**src/hw/hlf_pkg.sv**
```systemverilog
package hlf_pkg;
  // ==========================================
  // clock and timing
  localparam int CLK_HZ         = 200_000_000;
  localparam int BAUD_4800      = 4800;
  localparam int BAUD_9600      = 9600;
  localparam int BAUD_19200     = 19200;
  localparam int DIV_4800       = CLK_HZ / BAUD_4800;
  localparam int DIV_9600       = CLK_HZ / BAUD_9600;
  localparam int DIV_19200      = CLK_HZ / BAUD_19200;
  localparam int DIV_W          = 17;
  localparam int I2C_RATE_BPS   = 100_000;
  localparam int CFG_LIMIT_US   = 200;
  localparam int CFG_SETTLE_NS  = 1000;
  localparam int CFG_SETTLE_CYC = (CFG_SETTLE_NS * (CLK_HZ / 1_000_000) + 999) / 1000;
  localparam int STRAP_WAIT_CYC = 3;
  // ==========================================
  // character framing and command syntax
  localparam int        DATA_BITS  = 8;
  localparam logic [7:0] CH_SLASH  = 8'h2f;
  localparam logic [7:0] CH_CR     = 8'h0d;
  localparam logic [7:0] CH_ALL    = 8'h30;
  localparam logic [7:0] ADDR_MIN  = 8'h41;
  localparam logic [7:0] ADDR_MAX  = 8'h5a;
  localparam logic [7:0] ADDR_RST  = 8'h41;
  localparam logic [7:0] I2C_IDLE_BYTE = 8'hff;
  // ==========================================
  // reset values and encodings
  localparam logic [1:0] BAUD_CODE_4800  = 2'h0;
  localparam logic [1:0] BAUD_CODE_9600  = 2'h1;
  localparam logic [1:0] BAUD_CODE_19200 = 2'h2;
  localparam logic [1:0] BAUD_RST        = BAUD_CODE_9600;
  localparam logic [2:0] CFG_MIN = 3'h1;
  localparam logic [2:0] CFG_MAX = 3'h6;
  localparam logic [2:0] CFG_RST = 3'h1;
  typedef enum logic [2:0] {
    LINK_I2C = 3'b001,
    LINK_SER = 3'b010,
    LINK_INV = 3'b100
  } hlf_link_e;
endpackage

```
**src/hw/hlf_host_link_frontend.sv**
```systemverilog
// Operation
// - link type chosen from two select straps
// - both open I2C, A low serial, B low inverted
// - select pins pulled up, open reads high
// - I2C slave mode at 100 kbps
// - baud 4800/9600/19200, 9600 after reset
// - frames are 8N1 both ways
// - no flow control on serial link
// - data pin is TX, clock pin RX
// - clear pin active high, pulled down
// - inverted serial flips both line polarities
// - six configurations, switchable at run time
// - configuration switch done within 200 us
// - command is slash, address, code, params, CR
// - answer own address or 0x30 (all), default 0x41
module hlf_host_link_frontend
  import hlf_pkg::*;
#(
  parameter int         DIV4800  = DIV_4800,
  parameter int         DIV9600  = DIV_9600,
  parameter int         DIV19200 = DIV_19200,
  parameter logic [6:0] I2C_ADDR = 7'h50
) (
  // clock and reset
  input  wire logic       i_clk,
  input  wire logic       i_rstn,
  input  wire logic       i_external_clear_pin,
  // straps
  input  wire logic       i_link_select_a,
  input  wire logic       i_link_select_b,
  // shared host pins
  input  wire logic       i_scl_rx,
  input  wire logic       i_sda_tx,
  output logic            o_sda_tx,
  output logic            o_sda_oe,
  // control from the command interpreter
  input  wire logic       i_baud_load,
  input  wire logic [1:0] i_baud_code,
  input  wire logic       i_addr_load,
  input  wire logic [7:0] i_addr,
  input  wire logic       i_cfg_req,
  input  wire logic [2:0] i_cfg_num,
  // reply bytes
  input  wire logic       i_tx_valid,
  input  wire logic [7:0] i_tx_data,
  output logic            o_tx_ready,
  // status
  output logic [2:0]      o_link,
  output logic            o_link_valid,
  output logic [1:0]      o_baud_code,
  output logic [7:0]      o_dev_addr,
  output logic [2:0]      o_cfg,
  output logic            o_cfg_busy,
  // decoded command stream
  output logic            o_cmd_start,
  output logic [7:0]      o_cmd_code,
  output logic            o_param_valid,
  output logic [7:0]      o_param_data,
  output logic            o_cmd_done
);
  // ==========================================
  // pin synchronisers
  // pad pull-ups on the straps and pull-down on the clear pin sit outside; open pins arrive as 1 / 0
  logic [4:0] s1;
  logic [4:0] s2;
  always_ff @(posedge i_clk or negedge i_rstn) begin
    if (!i_rstn) begin
      // clear pin rests low, straps and bus lines rest high: no false clear after reset
      s1 <= 5'h0f;
      s2 <= 5'h0f;
    end else begin
      s1 <= {i_external_clear_pin, i_link_select_a, i_link_select_b, i_scl_rx, i_sda_tx};
      s2 <= s1;
    end
  end
  logic clr;
  logic sel_a;
  logic sel_b;
  logic scl;
  logic sda;
  assign clr   = s2[4];
  assign sel_a = s2[3];
  assign sel_b = s2[2];
  assign scl   = s2[1];
  assign sda   = s2[0];

  // ==========================================
  // link choice, baud, address, configuration
  hlf_link_e  link;
  hlf_link_e  next_link;
  logic       lvalid;
  logic       next_lvalid;
  logic [1:0] wait_cnt;
  logic [1:0] next_wait_cnt;
  logic [1:0] baud;
  logic [1:0] next_baud;
  logic [7:0] addr;
  logic [7:0] next_addr;
  logic [2:0] cfg;
  logic [2:0] next_cfg;
  logic [2:0] cfg_pend;
  logic [2:0] next_cfg_pend;
  logic [7:0] cfg_cnt;
  logic [7:0] next_cfg_cnt;
  always_comb begin
    next_link     = link;
    next_lvalid   = lvalid;
    next_wait_cnt = wait_cnt;
    next_baud     = baud;
    next_addr     = addr;
    next_cfg      = cfg;
    next_cfg_pend = cfg_pend;
    next_cfg_cnt  = cfg_cnt;
    if (clr) begin
      next_lvalid   = 1'b0;
      next_wait_cnt = 2'h0;
      next_baud     = BAUD_RST;
    end else if (!lvalid) begin
      // wait out the synchroniser before trusting the strap levels
      if (wait_cnt == 2'(STRAP_WAIT_CYC - 1)) begin
        next_lvalid = 1'b1;
        if (!sel_a && sel_b)      next_link = LINK_SER;
        else if (sel_a && !sel_b) next_link = LINK_INV;
        else                      next_link = LINK_I2C;
      end else begin
        next_wait_cnt = wait_cnt + 2'h1;
      end
    end
    if (!clr && i_baud_load && i_baud_code <= BAUD_CODE_19200) next_baud = i_baud_code;
    if (i_addr_load && i_addr >= ADDR_MIN && i_addr <= ADDR_MAX) next_addr = i_addr;
    if (cfg_cnt != 8'h0) begin
      next_cfg_cnt = cfg_cnt - 8'h1;
      if (cfg_cnt == 8'h1) next_cfg = cfg_pend;
    end else if (i_cfg_req && i_cfg_num >= CFG_MIN && i_cfg_num <= CFG_MAX) begin
      next_cfg_pend = i_cfg_num;
      next_cfg_cnt  = 8'(CFG_SETTLE_CYC);
    end
  end
  always_ff @(posedge i_clk or negedge i_rstn) begin
    if (!i_rstn) begin
      link     <= LINK_I2C;
      lvalid   <= 1'b0;
      wait_cnt <= 2'h0;
      baud     <= BAUD_RST;
      addr     <= ADDR_RST;
      cfg      <= CFG_RST;
      cfg_pend <= CFG_RST;
      cfg_cnt  <= 8'h0;
    end else begin
      link     <= next_link;
      lvalid   <= next_lvalid;
      wait_cnt <= next_wait_cnt;
      baud     <= next_baud;
      addr     <= next_addr;
      cfg      <= next_cfg;
      cfg_pend <= next_cfg_pend;
      cfg_cnt  <= next_cfg_cnt;
    end
  end

  logic           ser_on;
  logic           inv;
  logic [DIV_W-1:0] div;
  assign ser_on = lvalid && !clr && (link != LINK_I2C);
  assign inv    = (link == LINK_INV);
  always_comb begin
    case (baud)
      BAUD_CODE_4800:  div = DIV_W'(DIV4800);
      BAUD_CODE_19200: div = DIV_W'(DIV19200);
      default:         div = DIV_W'(DIV9600);
    endcase
  end

  // ==========================================
  // serial receiver, 8N1, on the clock pin
  typedef enum logic [3:0] {R_IDLE = 4'b0001, R_START = 4'b0010, R_DATA = 4'b0100, R_STOP = 4'b1000} hlf_rx_e;
  hlf_rx_e          rx_st;
  hlf_rx_e          next_rx_st;
  logic [DIV_W-1:0] rx_tm;
  logic [DIV_W-1:0] next_rx_tm;
  logic [2:0]       rx_n;
  logic [2:0]       next_rx_n;
  logic [7:0]       rx_sh;
  logic [7:0]       next_rx_sh;
  logic             rx_line;
  logic             u_valid;
  assign rx_line = scl ^ inv;
  always_comb begin
    next_rx_st = rx_st;
    next_rx_tm = rx_tm;
    next_rx_n  = rx_n;
    next_rx_sh = rx_sh;
    u_valid    = 1'b0;
    if (!ser_on) begin
      next_rx_st = R_IDLE;
    end else if (rx_tm != '0) begin
      next_rx_tm = rx_tm - 1'b1;
    end else begin
      case (rx_st)
        R_IDLE: if (!rx_line) begin
          next_rx_st = R_START;
          next_rx_tm = div >> 1;
        end
        R_START: if (!rx_line) begin
          next_rx_st = R_DATA;
          next_rx_n  = 3'h0;
          next_rx_tm = div - 1'b1;
        end else begin
          next_rx_st = R_IDLE;
        end
        R_DATA: begin
          next_rx_sh = {rx_line, rx_sh[7:1]};
          next_rx_tm = div - 1'b1;
          next_rx_n  = rx_n + 3'h1;
          if (rx_n == 3'(DATA_BITS - 1)) next_rx_st = R_STOP;
        end
        R_STOP: begin
          // a bad stop bit drops the character; no parity to check
          u_valid    = rx_line;
          next_rx_st = R_IDLE;
        end
        default: next_rx_st = R_IDLE;
      endcase
    end
  end
  always_ff @(posedge i_clk or negedge i_rstn) begin
    if (!i_rstn) begin
      rx_st <= R_IDLE;
      rx_tm <= '0;
      rx_n  <= 3'h0;
      rx_sh <= 8'h0;
    end else begin
      rx_st <= next_rx_st;
      rx_tm <= next_rx_tm;
      rx_n  <= next_rx_n;
      rx_sh <= next_rx_sh;
    end
  end

  // ==========================================
  // serial transmitter; no flow control, so ready only follows the shifter
  typedef enum logic [2:0] {T_IDLE = 3'b001, T_DATA = 3'b010, T_STOP = 3'b100} hlf_tx_e;
  hlf_tx_e          tx_st;
  hlf_tx_e          next_tx_st;
  logic [DIV_W-1:0] tx_tm;
  logic [DIV_W-1:0] next_tx_tm;
  logic [3:0]       tx_n;
  logic [3:0]       next_tx_n;
  logic [8:0]       tx_sh;
  logic [8:0]       next_tx_sh;
  logic             i2c_take;
  always_comb begin
    next_tx_st = tx_st;
    next_tx_tm = tx_tm;
    next_tx_n  = tx_n;
    next_tx_sh = tx_sh;
    if (!ser_on) begin
      next_tx_st = T_IDLE;
      next_tx_sh = 9'h1ff;
    end else if (tx_st == T_IDLE) begin
      if (i_tx_valid) begin
        next_tx_st = T_DATA;
        next_tx_sh = {i_tx_data, 1'b0};
        next_tx_n  = 4'h0;
        next_tx_tm = div - 1'b1;
      end
    end else if (tx_tm != '0) begin
      next_tx_tm = tx_tm - 1'b1;
    end else begin
      case (tx_st)
        T_DATA: begin
          next_tx_sh = {1'b1, tx_sh[8:1]};
          next_tx_n  = tx_n + 4'h1;
          next_tx_tm = div - 1'b1;
          if (tx_n == 4'(DATA_BITS)) next_tx_st = T_STOP;
        end
        T_STOP:  next_tx_st = T_IDLE;
        default: next_tx_st = T_IDLE;
      endcase
    end
  end
  always_ff @(posedge i_clk or negedge i_rstn) begin
    if (!i_rstn) begin
      tx_st <= T_IDLE;
      tx_tm <= '0;
      tx_n  <= 4'h0;
      tx_sh <= 9'h1ff;
    end else begin
      tx_st <= next_tx_st;
      tx_tm <= next_tx_tm;
      tx_n  <= next_tx_n;
      tx_sh <= next_tx_sh;
    end
  end
  assign o_tx_ready = ser_on ? (tx_st == T_IDLE) : i2c_take;

  // ==========================================
  // I2C slave; 200 MHz oversampling easily resolves 100 kbps edges
  typedef enum logic [5:0] {
    I_IDLE = 6'b000001, I_ADDR = 6'b000010, I_ACKA = 6'b000100,
    I_WR   = 6'b001000, I_RD   = 6'b010000, I_RACK = 6'b100000
  } hlf_i2c_e;
  hlf_i2c_e   ist;
  hlf_i2c_e   next_ist;
  logic [7:0] ish;
  logic [7:0] next_ish;
  logic [3:0] in;
  logic [3:0] next_in;
  logic       irw;
  logic       next_irw;
  logic       iack;
  logic       next_iack;
  logic       idrv;
  logic       next_idrv;
  logic       scl_d;
  logic       sda_d;
  logic       i_valid;
  logic       i2c_on;
  logic       srise;
  logic       sfall;
  assign i2c_on = lvalid && !clr && (link == LINK_I2C);
  assign srise  = scl && !scl_d;
  assign sfall  = !scl && scl_d;
  always_comb begin
    next_ist  = ist;
    next_ish  = ish;
    next_in   = in;
    next_irw  = irw;
    next_iack = iack;
    next_idrv = idrv;
    i_valid   = 1'b0;
    i2c_take  = 1'b0;
    if (!i2c_on || (scl && scl_d && sda && !sda_d)) begin // stop
      next_ist  = I_IDLE;
      next_idrv = 1'b0;
    end else if (scl && scl_d && !sda && sda_d) begin    // start or repeated start
      next_ist  = I_ADDR;
      next_in   = 4'h0;
      next_idrv = 1'b0;
    end else begin
      case (ist)
        I_IDLE: next_idrv = 1'b0;
        I_ADDR, I_WR: begin
          if (srise && in < 4'h8) begin
            next_ish = {ish[6:0], sda};
            next_in  = in + 4'h1;
          end
          if (sfall && in == 4'h8) begin
            next_in = 4'h0;
            if (ist == I_WR) begin
              i_valid   = 1'b1;
              next_idrv = 1'b1;
              // count 9 marks the ack clock, so its rising edge is not taken as data
              next_in   = 4'h9;
            end else if (ish[7:1] == I2C_ADDR) begin
              next_irw  = ish[0];
              next_idrv = 1'b1;
              next_ist  = I_ACKA;
            end else begin
              next_ist = I_IDLE;
            end
          end else if (sfall && in == 4'h9) begin
            next_idrv = 1'b0;                         // release after the ack clock
            next_in   = 4'h0;
          end
        end
        I_ACKA: if (sfall) begin
          next_in = 4'h0;
          if (irw) begin
            i2c_take  = 1'b1;
            next_ish  = i_tx_valid ? i_tx_data : I2C_IDLE_BYTE;
            next_idrv = i_tx_valid ? !i_tx_data[7] : 1'b0;
            next_ist  = I_RD;
          end else begin
            next_idrv = 1'b0;
            next_ist  = I_WR;
          end
        end
        I_RD: begin
          if (srise) next_in = in + 4'h1;
          if (sfall) begin
            if (in == 4'h8) begin
              next_idrv = 1'b0;
              next_ist  = I_RACK;
            end else begin
              next_ish  = {ish[6:0], 1'b1};
              next_idrv = !ish[6];
            end
          end
        end
        I_RACK: begin
          if (srise) next_iack = !sda;
          if (sfall) begin
            // master acked: the next byte must be on the line from this very fall
            next_in   = 4'h0;
            i2c_take  = iack;
            next_ish  = (iack && i_tx_valid) ? i_tx_data : I2C_IDLE_BYTE;
            next_idrv = iack && i_tx_valid && !i_tx_data[7];
            next_ist  = iack ? I_RD : I_IDLE;
          end
        end
        default: next_ist = I_IDLE;
      endcase
    end
  end
  always_ff @(posedge i_clk or negedge i_rstn) begin
    if (!i_rstn) begin
      ist   <= I_IDLE;
      ish   <= 8'h0;
      in    <= 4'h0;
      irw   <= 1'b0;
      iack  <= 1'b0;
      idrv  <= 1'b0;
      scl_d <= 1'b1;
      sda_d <= 1'b1;
    end else begin
      ist   <= next_ist;
      ish   <= next_ish;
      in    <= next_in;
      irw   <= next_irw;
      iack  <= next_iack;
      idrv  <= next_idrv;
      scl_d <= scl;
      sda_d <= sda;
    end
  end

  // data pin: push-pull TX in serial modes, open-drain in I2C
  always_comb begin
    o_sda_tx = 1'b0;
    o_sda_oe = 1'b0;
    if (ser_on) begin
      o_sda_tx = tx_sh[0] ^ inv;
      o_sda_oe = 1'b1;
    end else if (i2c_on) begin
      o_sda_oe = idrv;
    end
  end

  // ==========================================
  // command framer
  typedef enum logic [3:0] {P_IDLE = 4'b0001, P_ADDR = 4'b0010, P_CMD = 4'b0100, P_PAR = 4'b1000} hlf_par_e;
  hlf_par_e   pst;
  hlf_par_e   next_pst;
  logic       pmine;
  logic       next_pmine;
  logic [7:0] code;
  logic [7:0] next_code;
  logic [7:0] pdat;
  logic [7:0] next_pdat;
  logic [2:0] pulse;
  logic [2:0] next_pulse;
  logic       bv;
  logic [7:0] b;
  assign bv = u_valid || i_valid;
  assign b  = u_valid ? rx_sh : ish;
  always_comb begin
    next_pst   = pst;
    next_pmine = pmine;
    next_code  = code;
    next_pdat  = pdat;
    next_pulse = 3'h0;
    if (bv) begin
      if (b == CH_SLASH) begin
        next_pst = P_ADDR;
      end else begin
        case (pst)
          P_ADDR: begin
            next_pmine = (b == addr) || (b == CH_ALL);
            next_pst   = P_CMD;
          end
          P_CMD: begin
            next_pst = (b == CH_CR) ? P_IDLE : P_PAR;
            if (pmine && b != CH_CR) begin
              next_code     = b;
              next_pulse[0] = 1'b1;
            end
          end
          P_PAR: if (b == CH_CR) begin
            next_pst      = P_IDLE;
            next_pulse[2] = pmine;
          end else if (pmine) begin
            next_pdat     = b;
            next_pulse[1] = 1'b1;
          end
          P_IDLE:  next_pst = P_IDLE;
          default: next_pst = P_IDLE;
        endcase
      end
    end
  end
  always_ff @(posedge i_clk or negedge i_rstn) begin
    if (!i_rstn) begin
      pst   <= P_IDLE;
      pmine <= 1'b0;
      code  <= 8'h0;
      pdat  <= 8'h0;
      pulse <= 3'h0;
    end else begin
      pst   <= next_pst;
      pmine <= next_pmine;
      code  <= next_code;
      pdat  <= next_pdat;
      pulse <= next_pulse;
    end
  end

  assign o_link        = link;
  assign o_link_valid  = lvalid;
  assign o_baud_code   = baud;
  assign o_dev_addr    = addr;
  assign o_cfg         = cfg;
  assign o_cfg_busy    = (cfg_cnt != 8'h0);
  assign o_cmd_start   = pulse[0];
  assign o_cmd_code    = code;
  assign o_param_valid = pulse[1];
  assign o_param_data  = pdat;
  assign o_cmd_done    = pulse[2];
endmodule

```
**config.mk**
```make
export PLATFORM = sky130hd
export DESIGN_NAME = hlf_host_link_frontend
export DESIGN_NICKNAME = d
export VERILOG_FILES = /design/src/hw/hlf_pkg.sv /design/src/hw/hlf_host_link_frontend.sv
export SDC_FILE = /design/constraint.sdc
export NUM_CORES = 1
export LEC_CHECK = 0
export ABC_AREA = 1
export BUFFER_PORTS_ARGS = -buffer_cell sky130_fd_sc_hd__buf_4
export CORE_MARGIN = 2
export CORE_UTILIZATION = 39
export CTS_CLUSTER_SIZE = 28
export DETAILED_ROUTE_END_ITERATION = 10
export SYNTH_ARGS = -nofsm -noshare
export SYNTH_HDL_FRONTEND = slang
export SYNTH_SLANG_ARGS = --single-unit
```
**constraint.sdc**
```tcl
create_clock -name i_clk -period 2.41 [get_ports i_clk]
set_input_delay 0.723 -clock i_clk [delete_from_list [all_inputs] [get_ports i_clk]]
set_output_delay 0.723 -clock i_clk [all_outputs]
set_load 0.01 [all_outputs]
```
==> flow_summary.ini, run 1 <==
[yosys]
synth_top_area_cell = dfrtp_1
ys_seq_area_frac = 0.455
yosys_warnings = 0
synth_edf_count = 0
ys_async_sr_fraction = 1.00
avgSynthCellArea_um2 = 7.79
syn_nets = 1131
yosysTopAreaCellShare = 0.365
synthCells = 1084
synth-seq-cells = 152
synth_area_leaders = dfrtp_1, nand2_1, dfstp_2, o21ai_0, inv_1
synth_ff_type = dfrtp_1
syn_area_mm2 = 0.00844
netlist-cell-type-count = 52

[setup_path]
critPathKind = reg -> out
worstPathCellList = nand4_1 > buf_6 > a31oi_4 > inv_2 > nor2_4 > nand4_1 > nand2_1 > buf_4
crit_required_ns = 1.69
cp.arrival_ns = 1.86
cpPeakStageDelay_ns = 0.55
endpoint_kind = output port
critPathBufInv = 3
cpMostUsedCell = nand4_1
crit_slowest_cell = dfstp_2
critical-path-top-delay-family = flip-flops
critPathLaunchType = flop
path_max_fanout = 3

[floorplanning]
core_area_mm2 = 0.0212
fp.dieW_um = 151
die_h_um = 151
dieArea_mm2 = 0.0228
num_rows = 53
pin_count = 72
start_util = 0.399

[cells_and_area]
final_common_cell = nand2_1
layoutNonFillerInstCount = 1551
fin_nets = 1310
antenna_cells = 0
drive_gt1_frac = 0.265
fin_util = 0.525
syn_to_final_growth_pct = 31.6
layout_common_cells = nand2_1, buf_4, inv_1, dfrtp_1, o21ai_0

[detailed_routing]
avgRoutedWirePerCell_um = 14.5
drt_wl_total_um = 22400
dr.pass1.iters = 5
route.detailed.drc = 0
final_antenna_net_count = 0
vias = 7828
via_per_inst = 5.05
drt-initial-drc-count = 505

[timing]
tns_ns = -0.369
drv_slew = 0
max_freq_mhz = 388
setup_viol = 4
fin_crit_ns = 2.58
tightest_slew_ns = 0.508
rsz0062_at_grt = yes
setup_ws_ns = -0.169
fin_skew_ns = 0.0111
finalHoldViolations = 0
finalCritPeriodShare = 1.07
slew-limit-headroom = 0.661

[clock_tree]
tritoncts = yes
clkLatencyLatePin_ns = 0.43
cts_max_path_buffers = 2
path_clk_slew_ns = 0.06
cts_buffers = 17
cts.hold.buffers_added = 0
htree_levels = 4
clock_sinks = 152
clock_tree.root_cell = clkbuf_16

[pwr]
power.total_mw = 8.94
cellPowerDensity_mw_per_mm2 = 805
peakVddDrop_uv = 491
switching_share = 0.332
leakagePower_nw = 5.50
combPwrFrac = 0.280
p_int_mw = 5.97
power_switching_mw = 2.97
power_frac_seq = 0.395
clock_power_share = 0.325

[run]
maxCapViolations = 0

[global_routing]
antenna_found_initial = 0
grt_pass1_vias = 7395
grt_pass1_wl_um = 36200
grt_max_degree = 53
groute.usage.overall = 0.200
overflow = 0

[outcome]
status = finished, violations left
violations = setup timing

[placement]
dp.cells = 1468
hpwl_um = 15700
port_buffers = 71
globalplace.congestion = 0.898
place_ws_ns = 0.00711

[worst_hold_path]
hold_class = in -> async
-- worst register-to-register path, delay by kind of cell (launching register included) --
family	cells	cell delay, ns
flops	1	0.55
simple gates	3	0.37
buf+inv	10	1.19
compound gates	2	0.27
-- per-stage QoR --
stage	hold slack, ns	area, um^2
after floorplan	0.331	8440
after global placement	0.335	9670
after detailed placement	0.342	9670
after CTS	0.262	10500
after global routing	0.277	11100
final	0.256	11100
-- flip-flops by register name, summed over array words and instances, names as in the netlist, 5 cells and up --
| register | count |
|---|---|
| rx_tm | 17 |
| tx_tm | 17 |
| tx_sh | 9 |
| cfg_cnt | 8 |
| ish | 8 |
| o_cmd_code | 8 |
| o_dev_addr | 8 |
| o_param_data | 8 |
| rx_sh | 8 |
| ist | 6 |
| s1 | 5 |
| s2 | 5 |
-- power by group through the flow --
stage | registers [mW] | clock network, mW | logic [mW]
CTS | 3.52 | 2.97 | 2.34
finish | 3.53 | 2.91 | 2.50
global route | 3.60 | 3.10 | 2.87
global placement | 3.56 | 0 | 2.17
floorplan | 3.50 | 0 | 1.47
detailed placement | 3.56 | 0 | 2.22
-- cells by family (layout without fill, tap and decap cells) --
logic type / after synthesis / in the layout / synth area share
buffers and inverters: 171 / 359 / 0.0797
flip-flops: 152 / 152 / 0.455
XOR/XNOR: 24 / 24 / 0.0249
AND/OR/NAND/NOR: 514 / 518 / 0.277
AO/OA/AOI/OAI: 206 / 206 / 0.138
adder cells (fa/ha/maj): 15 / 15 / 0.0222
multiplexers: 2 / 2 / 0.00267
-- synth_stat cells, types with 3 or more instances --
cell      count
xor2_1       19
nand3b_1      3
o21ai_0     106
clkbuf_1      7
a31oi_1       3
nand2_2      15
nand2_1     244
nor2_4        4
o211ai_1     11
o22ai_1      11
o21ai_1       9
inv_2        13
a21oi_1      43
nor2_2        9
nor2_1      106
nor2_8        3
nor3_1       24
dfrtp_1     123
nand4_1      36
inv_1       140
buf_4         3
xnor2_1       5
ha_1         15
buf_2         4
dfstp_2      29
a22oi_1       5
nand3_1      59
-- routing by layer --
metal | wire (um) | track usage
met1 | 10700 | 0.288
met2 | 10500 | 0.303
met3 | 999 | 0.0437
met4 | 243 | 0.0607
met5 | 0 | 0
-- timing repair --
item / 4_1_cts / 5_1_grt
cloned: 0 / 6
pin swaps: 9 / 32
buffers inserted: 24 / 23
setup endpoints to repair: 11 / 49
resized for setup: 19 / 75
-- final timing paths --
path / startpoint / end / slack (ns) / depth (start not counted)
worst min-delay path: i_rstn / rx_tm[12] / 0.26 / 1
worst min register to register: s1[4] / s2[4] / 0.36 / 0
worst max-delay path: o_link[0] / o_tx_ready / -0.17 / 8
min in group i_clk: s1[4] / s2[4] / 0.36 / 0
max in group asynchronous: i_rstn / o_dev_addr[0] / 1.47 / 2
worst max register to register: o_link[0] / irw / -0.05 / 15
-- area by class of cell --
class                   count  area [um^2]
fillers                  1934        10000
multi-input cells         765         4270
flip-flops and latches    152         3840
repair buffers            172         1430
inverters                 155          584
clock buffers              19          443
well taps                 275          344
clock inverters            13          191
No activity file was read; power rests on OpenSTA's default activity.
==> run 2: changes to the inputs <==
--- a/config.mk
+++ b/config.mk
@@ -6,11 +6,11 @@
 export NUM_CORES = 1
 export LEC_CHECK = 0
 export ABC_AREA = 1
-export BUFFER_PORTS_ARGS = -buffer_cell sky130_fd_sc_hd__buf_4
 export CORE_MARGIN = 2
 export CORE_UTILIZATION = 39
 export CTS_CLUSTER_SIZE = 28
 export DETAILED_ROUTE_END_ITERATION = 10
+export DONT_BUFFER_PORTS = 1
 export SYNTH_ARGS = -nofsm -noshare
 export SYNTH_HDL_FRONTEND = slang
 export SYNTH_SLANG_ARGS = --single-unit
==> run 2 against run 1 <==
Effect of this change:
- via count decreased by 3.6%
- utilization is 4.0 points lower
- count of clock-buffer cells in the layout grew 4
- sequential power hardly changed
- combinational power decreased by 11%
- register-to-register slack barely moved
- critical path depth is 1 lower
- the run still ends with setup timing left
==> flow_summary.ini, run 2 (synthesis results as in run 1) <==
[cells_and_area]
layout_common_cells = nand2_1, inv_1, dfrtp_1, o21ai_0, nor2_1
n_fill_cell = 2028
syn_to_final_growth_pct = 21.5
drive_gt1_frac = 0.208
fin_nets = 1225
fin_util = 0.485
antenna_cells = 0
final_common_cell = nand2_1
final_area_mm2 = 0.0103
layoutNonFillerInstCount = 1466
multi_input_area_mm2 = 0.00421
reg.largest.list = rx_tm x17, tx_tm x17, tx_sh x9
seqCellArea_mm2 = 0.00384

[clock_tree]
clock_sinks = 152
cts_buffers = 17
path_clk_slew_ns = 0.06
cts_max_path_buffers = 2
clkLatencyLatePin_ns = 0.42
clock_tree.root_cell = clkbuf_16
tritoncts = yes
htree_levels = 4

[setup_path]
cpMostUsedCell = nand4_1
critPathLaunchType = flop
endpoint_kind = output port
worstPathCellList = nand4_1 > buf_6 > a31oi_4 > inv_2 > nor2_4 > nand4_1 > nand2_2
crit_slowest_cell = dfstp_2
critPathLaunch = o_link[0]
cp.arrival_ns = 1.77
critical-path-top-delay-family = flip-flops
cpPeakStageDelay_ns = 0.54
critPathKind = reg -> out
path_max_fanout = 3
reg2reg_from = o_link[0]
critPathBufInv = 2
crit_required_ns = 1.69

[outcome]
status = finished, violations left
violations = setup timing

[detailed_routing]
via_per_inst = 5.15
avgRoutedWirePerCell_um = 14.7
drt_wl_total_um = 21500
final_antenna_net_count = 0
drt-initial-drc-count = 529
vias = 7550
route.detailed.drc = 0
dr.pass1.iters = 5

[floorplanning]
start_util = 0.399
pin_count = 72
core_area_mm2 = 0.0212
fp.dieW_um = 151
dieArea_mm2 = 0.0228
die_h_um = 151
num_rows = 53

[global_routing]
groute.usage.overall = 0.193
overflow = 0
grt_max_degree = 153
grt_pass1_wl_um = 34900
grt_pass1_vias = 7053
antenna_found_initial = 0

[timing]
finalHoldViolations = 0
finalCritPeriodShare = 1.03
max_freq_mhz = 401
setup_ws_ns = -0.0823
hold-worst-slack_ns = 0.000601
setup_viol = 2
slew-limit-headroom = 0.657
drv_slew = 0
tightest_slew_ns = 0.514
fin_skew_ns = 0.0112
tns_ns = -0.129
rsz0062_at_grt = yes
fin_crit_ns = 2.49

[pwr]
power.total_mw = 8.40
peakVddDrop_uv = 523
cellPowerDensity_mw_per_mm2 = 819
leakagePower_nw = 4.98

[worst_hold_path]
hold_class = in -> async

[placement]
dp.cells = 1392
port_buffers = 0
postPlaceCellArea_mm2 = 0.00909
globalplace.congestion = 0.888
place_ws_ns = -0.0372
hpwl_um = 14800

[run]
maxCapViolations = 0
[run 2: cell types whose count changed in the layout (fill, tap and decap cells not counted), sizes merged]
cell,before,now
clkinv,6,7
nor2,123,124
o2111ai,2,3
bufinv,4,2
clkbuf,21,23
buf,170,85
clkinvlp,1,4
inv,157,151
[run 2: timing repair]
action	in CTS	in global routing
pin swaps	8	28
hold endpoints to repair	123	123
buffers inserted	21	15
gates resized for setup	17	59
setup endpoints to repair	25	51
cloned	1	5
[run 2: layer usage]
metal | wire length (um) | vias to the layer above | track usage
met5 | 0 | - | 0
met4 | 438 | 0 | 0.0710
met3 | 1240 | 38 | 0.0425
met2 | 9630 | 197 | 0.289
met1 | 10200 | 3541 | 0.274
li1 | - | 3774 | -
[run 2: area by class of cell]
type                    instances  area share
well taps                     275      0.0335
clock inverters                 9      0.0100
multi-input cells             767       0.410
inverters                     155      0.0578
flip-flops and latches        152       0.374
repair buffers                 85      0.0685
clock buffers                  23      0.0456
[run 2: path summary, 6_finish.rpt]
path	endpoint	slack, ns	depth (start not counted)
max	o_tx_ready	-0.08	7
min	rx_tm[9]	0.0006	0
max reg2reg	irw	-0.05	15
min reg2reg	s2[4]	0.35	0
max in group asynchronous	pst[0]	2.13	0
min in group i_clk	s1[0]	0.29	0
[run 2: power breakdown]
| part | internal, mW | switching (mW) | total [mW] |
|---|---|---|---|
| combinational | 0.946 | 1.28 | 2.23 |
| clock | 1.57 | 1.05 | 2.62 |
| sequential | 3.11 | 0.445 | 3.55 |
| total | 5.62 | 2.77 | 8.40 |
==> run 3: changes to the inputs <==
--- a/config.mk
+++ b/config.mk
@@ -11,6 +11,7 @@
 export CTS_CLUSTER_SIZE = 28
 export DETAILED_ROUTE_END_ITERATION = 10
 export DONT_BUFFER_PORTS = 1
+export MAX_ROUTING_LAYER = met4
 export SYNTH_ARGS = -nofsm -noshare
 export SYNTH_HDL_FRONTEND = slang
 export SYNTH_SLANG_ARGS = --single-unit
==> run 3 against run 2 <==
Effect of this change:
- setup slack worse by 0.0035 ns
- sequential share of layout area did not move
- count of clock-buffer cells in the layout did not move
- first-iteration DRC count shrank 0.57%
- the flow still finishes with violations (setup timing)
- cell count did not move
- routed wire length increased by 0.26%
- critical path type unchanged
- largest cell class unchanged
- highest routed layer unchanged
- global-route usage increased by 0.60 points
==> flow_summary.ini, run 3 (synthesis results as in run 1) <==
[global_routing]
grt_max_degree = 153
overflow = 0
grt_pass1_vias = 7057
grt_pass1_wl_um = 34900
groute.usage.overall = 0.199
antenna_found_initial = 0

[run]
maxCapViolations = 0

[outcome]
violations = setup timing
status = finished, violations left

[setup_path]
path_max_fanout = 3
crit_required_ns = 1.69
endpoint_kind = output port
critPathKind = reg -> out
cp.arrival_ns = 1.77
critPathLaunchType = flop

[timing]
setup_viol = 2
finalHoldViolations = 0
tns_ns = -0.136
rsz0062_at_grt = yes
max_freq_mhz = 401
setup_ws_ns = -0.0858
slew-limit-headroom = 0.660
finalCritPeriodShare = 1.04
drv_slew = 0
fin_skew_ns = 0.0117
fin_crit_ns = 2.50
tightest_slew_ns = 0.510

[detailed_routing]
via_per_inst = 5.16
dr.pass1.iters = 5
drt_wl_total_um = 21600
drt-initial-drc-count = 526
avgRoutedWirePerCell_um = 14.7
final_antenna_net_count = 0
vias = 7568
route.detailed.drc = 0

[pwr]
power.total_mw = 8.40
cellPowerDensity_mw_per_mm2 = 819
peakVddDrop_uv = 521
leakagePower_nw = 4.98

[placement]
port_buffers = 0
place_ws_ns = -0.0372
hpwl_um = 14800
globalplace.congestion = 0.903
postPlaceCellArea_mm2 = 0.00909

[cells_and_area]
syn_to_final_growth_pct = 21.5
final_area_mm2 = 0.0103
antenna_cells = 0
final_common_cell = nand2_1
reg.largest.list = rx_tm x17, tx_tm x17, tx_sh x9
drive_gt1_frac = 0.208
fin_nets = 1225
layout_common_cells = nand2_1, inv_1, dfrtp_1, o21ai_0, nor2_1

[clock_tree]
clock_tree.root_cell = clkbuf_16
path_clk_slew_ns = 0.06
clock_sinks = 152
cts_buffers = 17
cts_max_path_buffers = 2
htree_levels = 4
tritoncts = yes
clkLatencyLatePin_ns = 0.42

[floorplanning]
start_util = 0.399
num_rows = 53
dieArea_mm2 = 0.0228
die_h_um = 151
pin_count = 72
fp.dieW_um = 151
core_area_mm2 = 0.0212

[worst_hold_path]
hold_class = in -> async
==> run 3: cell counts in the layout (fill, tap and decap cells not counted) <==
Identical to the previous run, type by type.
==> run 3: report_power, final <==
group	leakage, nW	switching, mW	internal, mW
Clock	0.273	1.05	1.57
Sequential	1.90	0.447	3.11
Combinational	2.80	1.28	0.947
==> run 3: through the flow <==
stage / utilization / cells / hold WS [ns]
after floorplan: - / 1084 / 0.331
after global placement: 0.430 / 1392 / 0.339
after detailed placement: 0.430 / 1392 / 0.335
after CTS: 0.467 / 1446 / -0.0246
after global routing: 0.485 / 1466 / -0.0285
final: 0.485 / 1466 / 0.000000833
==> run 3: final timing paths <==
check | startpoint | slack, ns | to | cells past startpoint
hold reg to reg | s1[4] | 0.35 | s2[4] | 0
hold / removal | i_rstn | 0.0000008 | rx_tm[9] | 0
min in group i_clk | i_sda_tx | 0.29 | s1[0] | 0
setup reg to reg | o_link[0] | -0.05 | irw | 15
setup / recovery | o_link[0] | -0.09 | o_tx_ready | 7
max in group asynchronous | i_rstn | 2.13 | pst[0] | 0
==> run 3: final cells by class <==
class / count / area, um^2
repair buffers: 85 / 703
clock buffers: 23 / 468
multi-input cells: 767 / 4210
flip-flops and latches: 152 / 3840
clock inverters: 9 / 103
fillers: 2028 / 10900
well taps: 275 / 344
inverters: 155 / 593
==> run 3: layer usage <==
layer  GRT usage  up-vias  wire [um]
met3      0.0437       41       1150
met2       0.289      194       9650
met1       0.275     3554      10300
li1            -     3779          -
met4      0.0696        0        453
met5           -        -          0
==> run 3: worst max-delay path, cell delays in order, from the launching register on <==
cell	delay (ns)
dfstp_2	0.54
nand4_1	0.12
buf_6	0.16
a31oi_4	0.16
inv_2	0.07
nor2_4	0.09
nand4_1	0.10
nand2_2	0.11
==> run 3: repair_timing <==
action / 4_1_cts / 5_1_grt
pin swaps: 8 / 28
endpoints found under the setup margin: 25 / 51
endpoints found under the hold margin: 123 / 123
gates cloned: 1 / 5
gates resized for setup: 17 / 59
setup buffers: 21 / 15
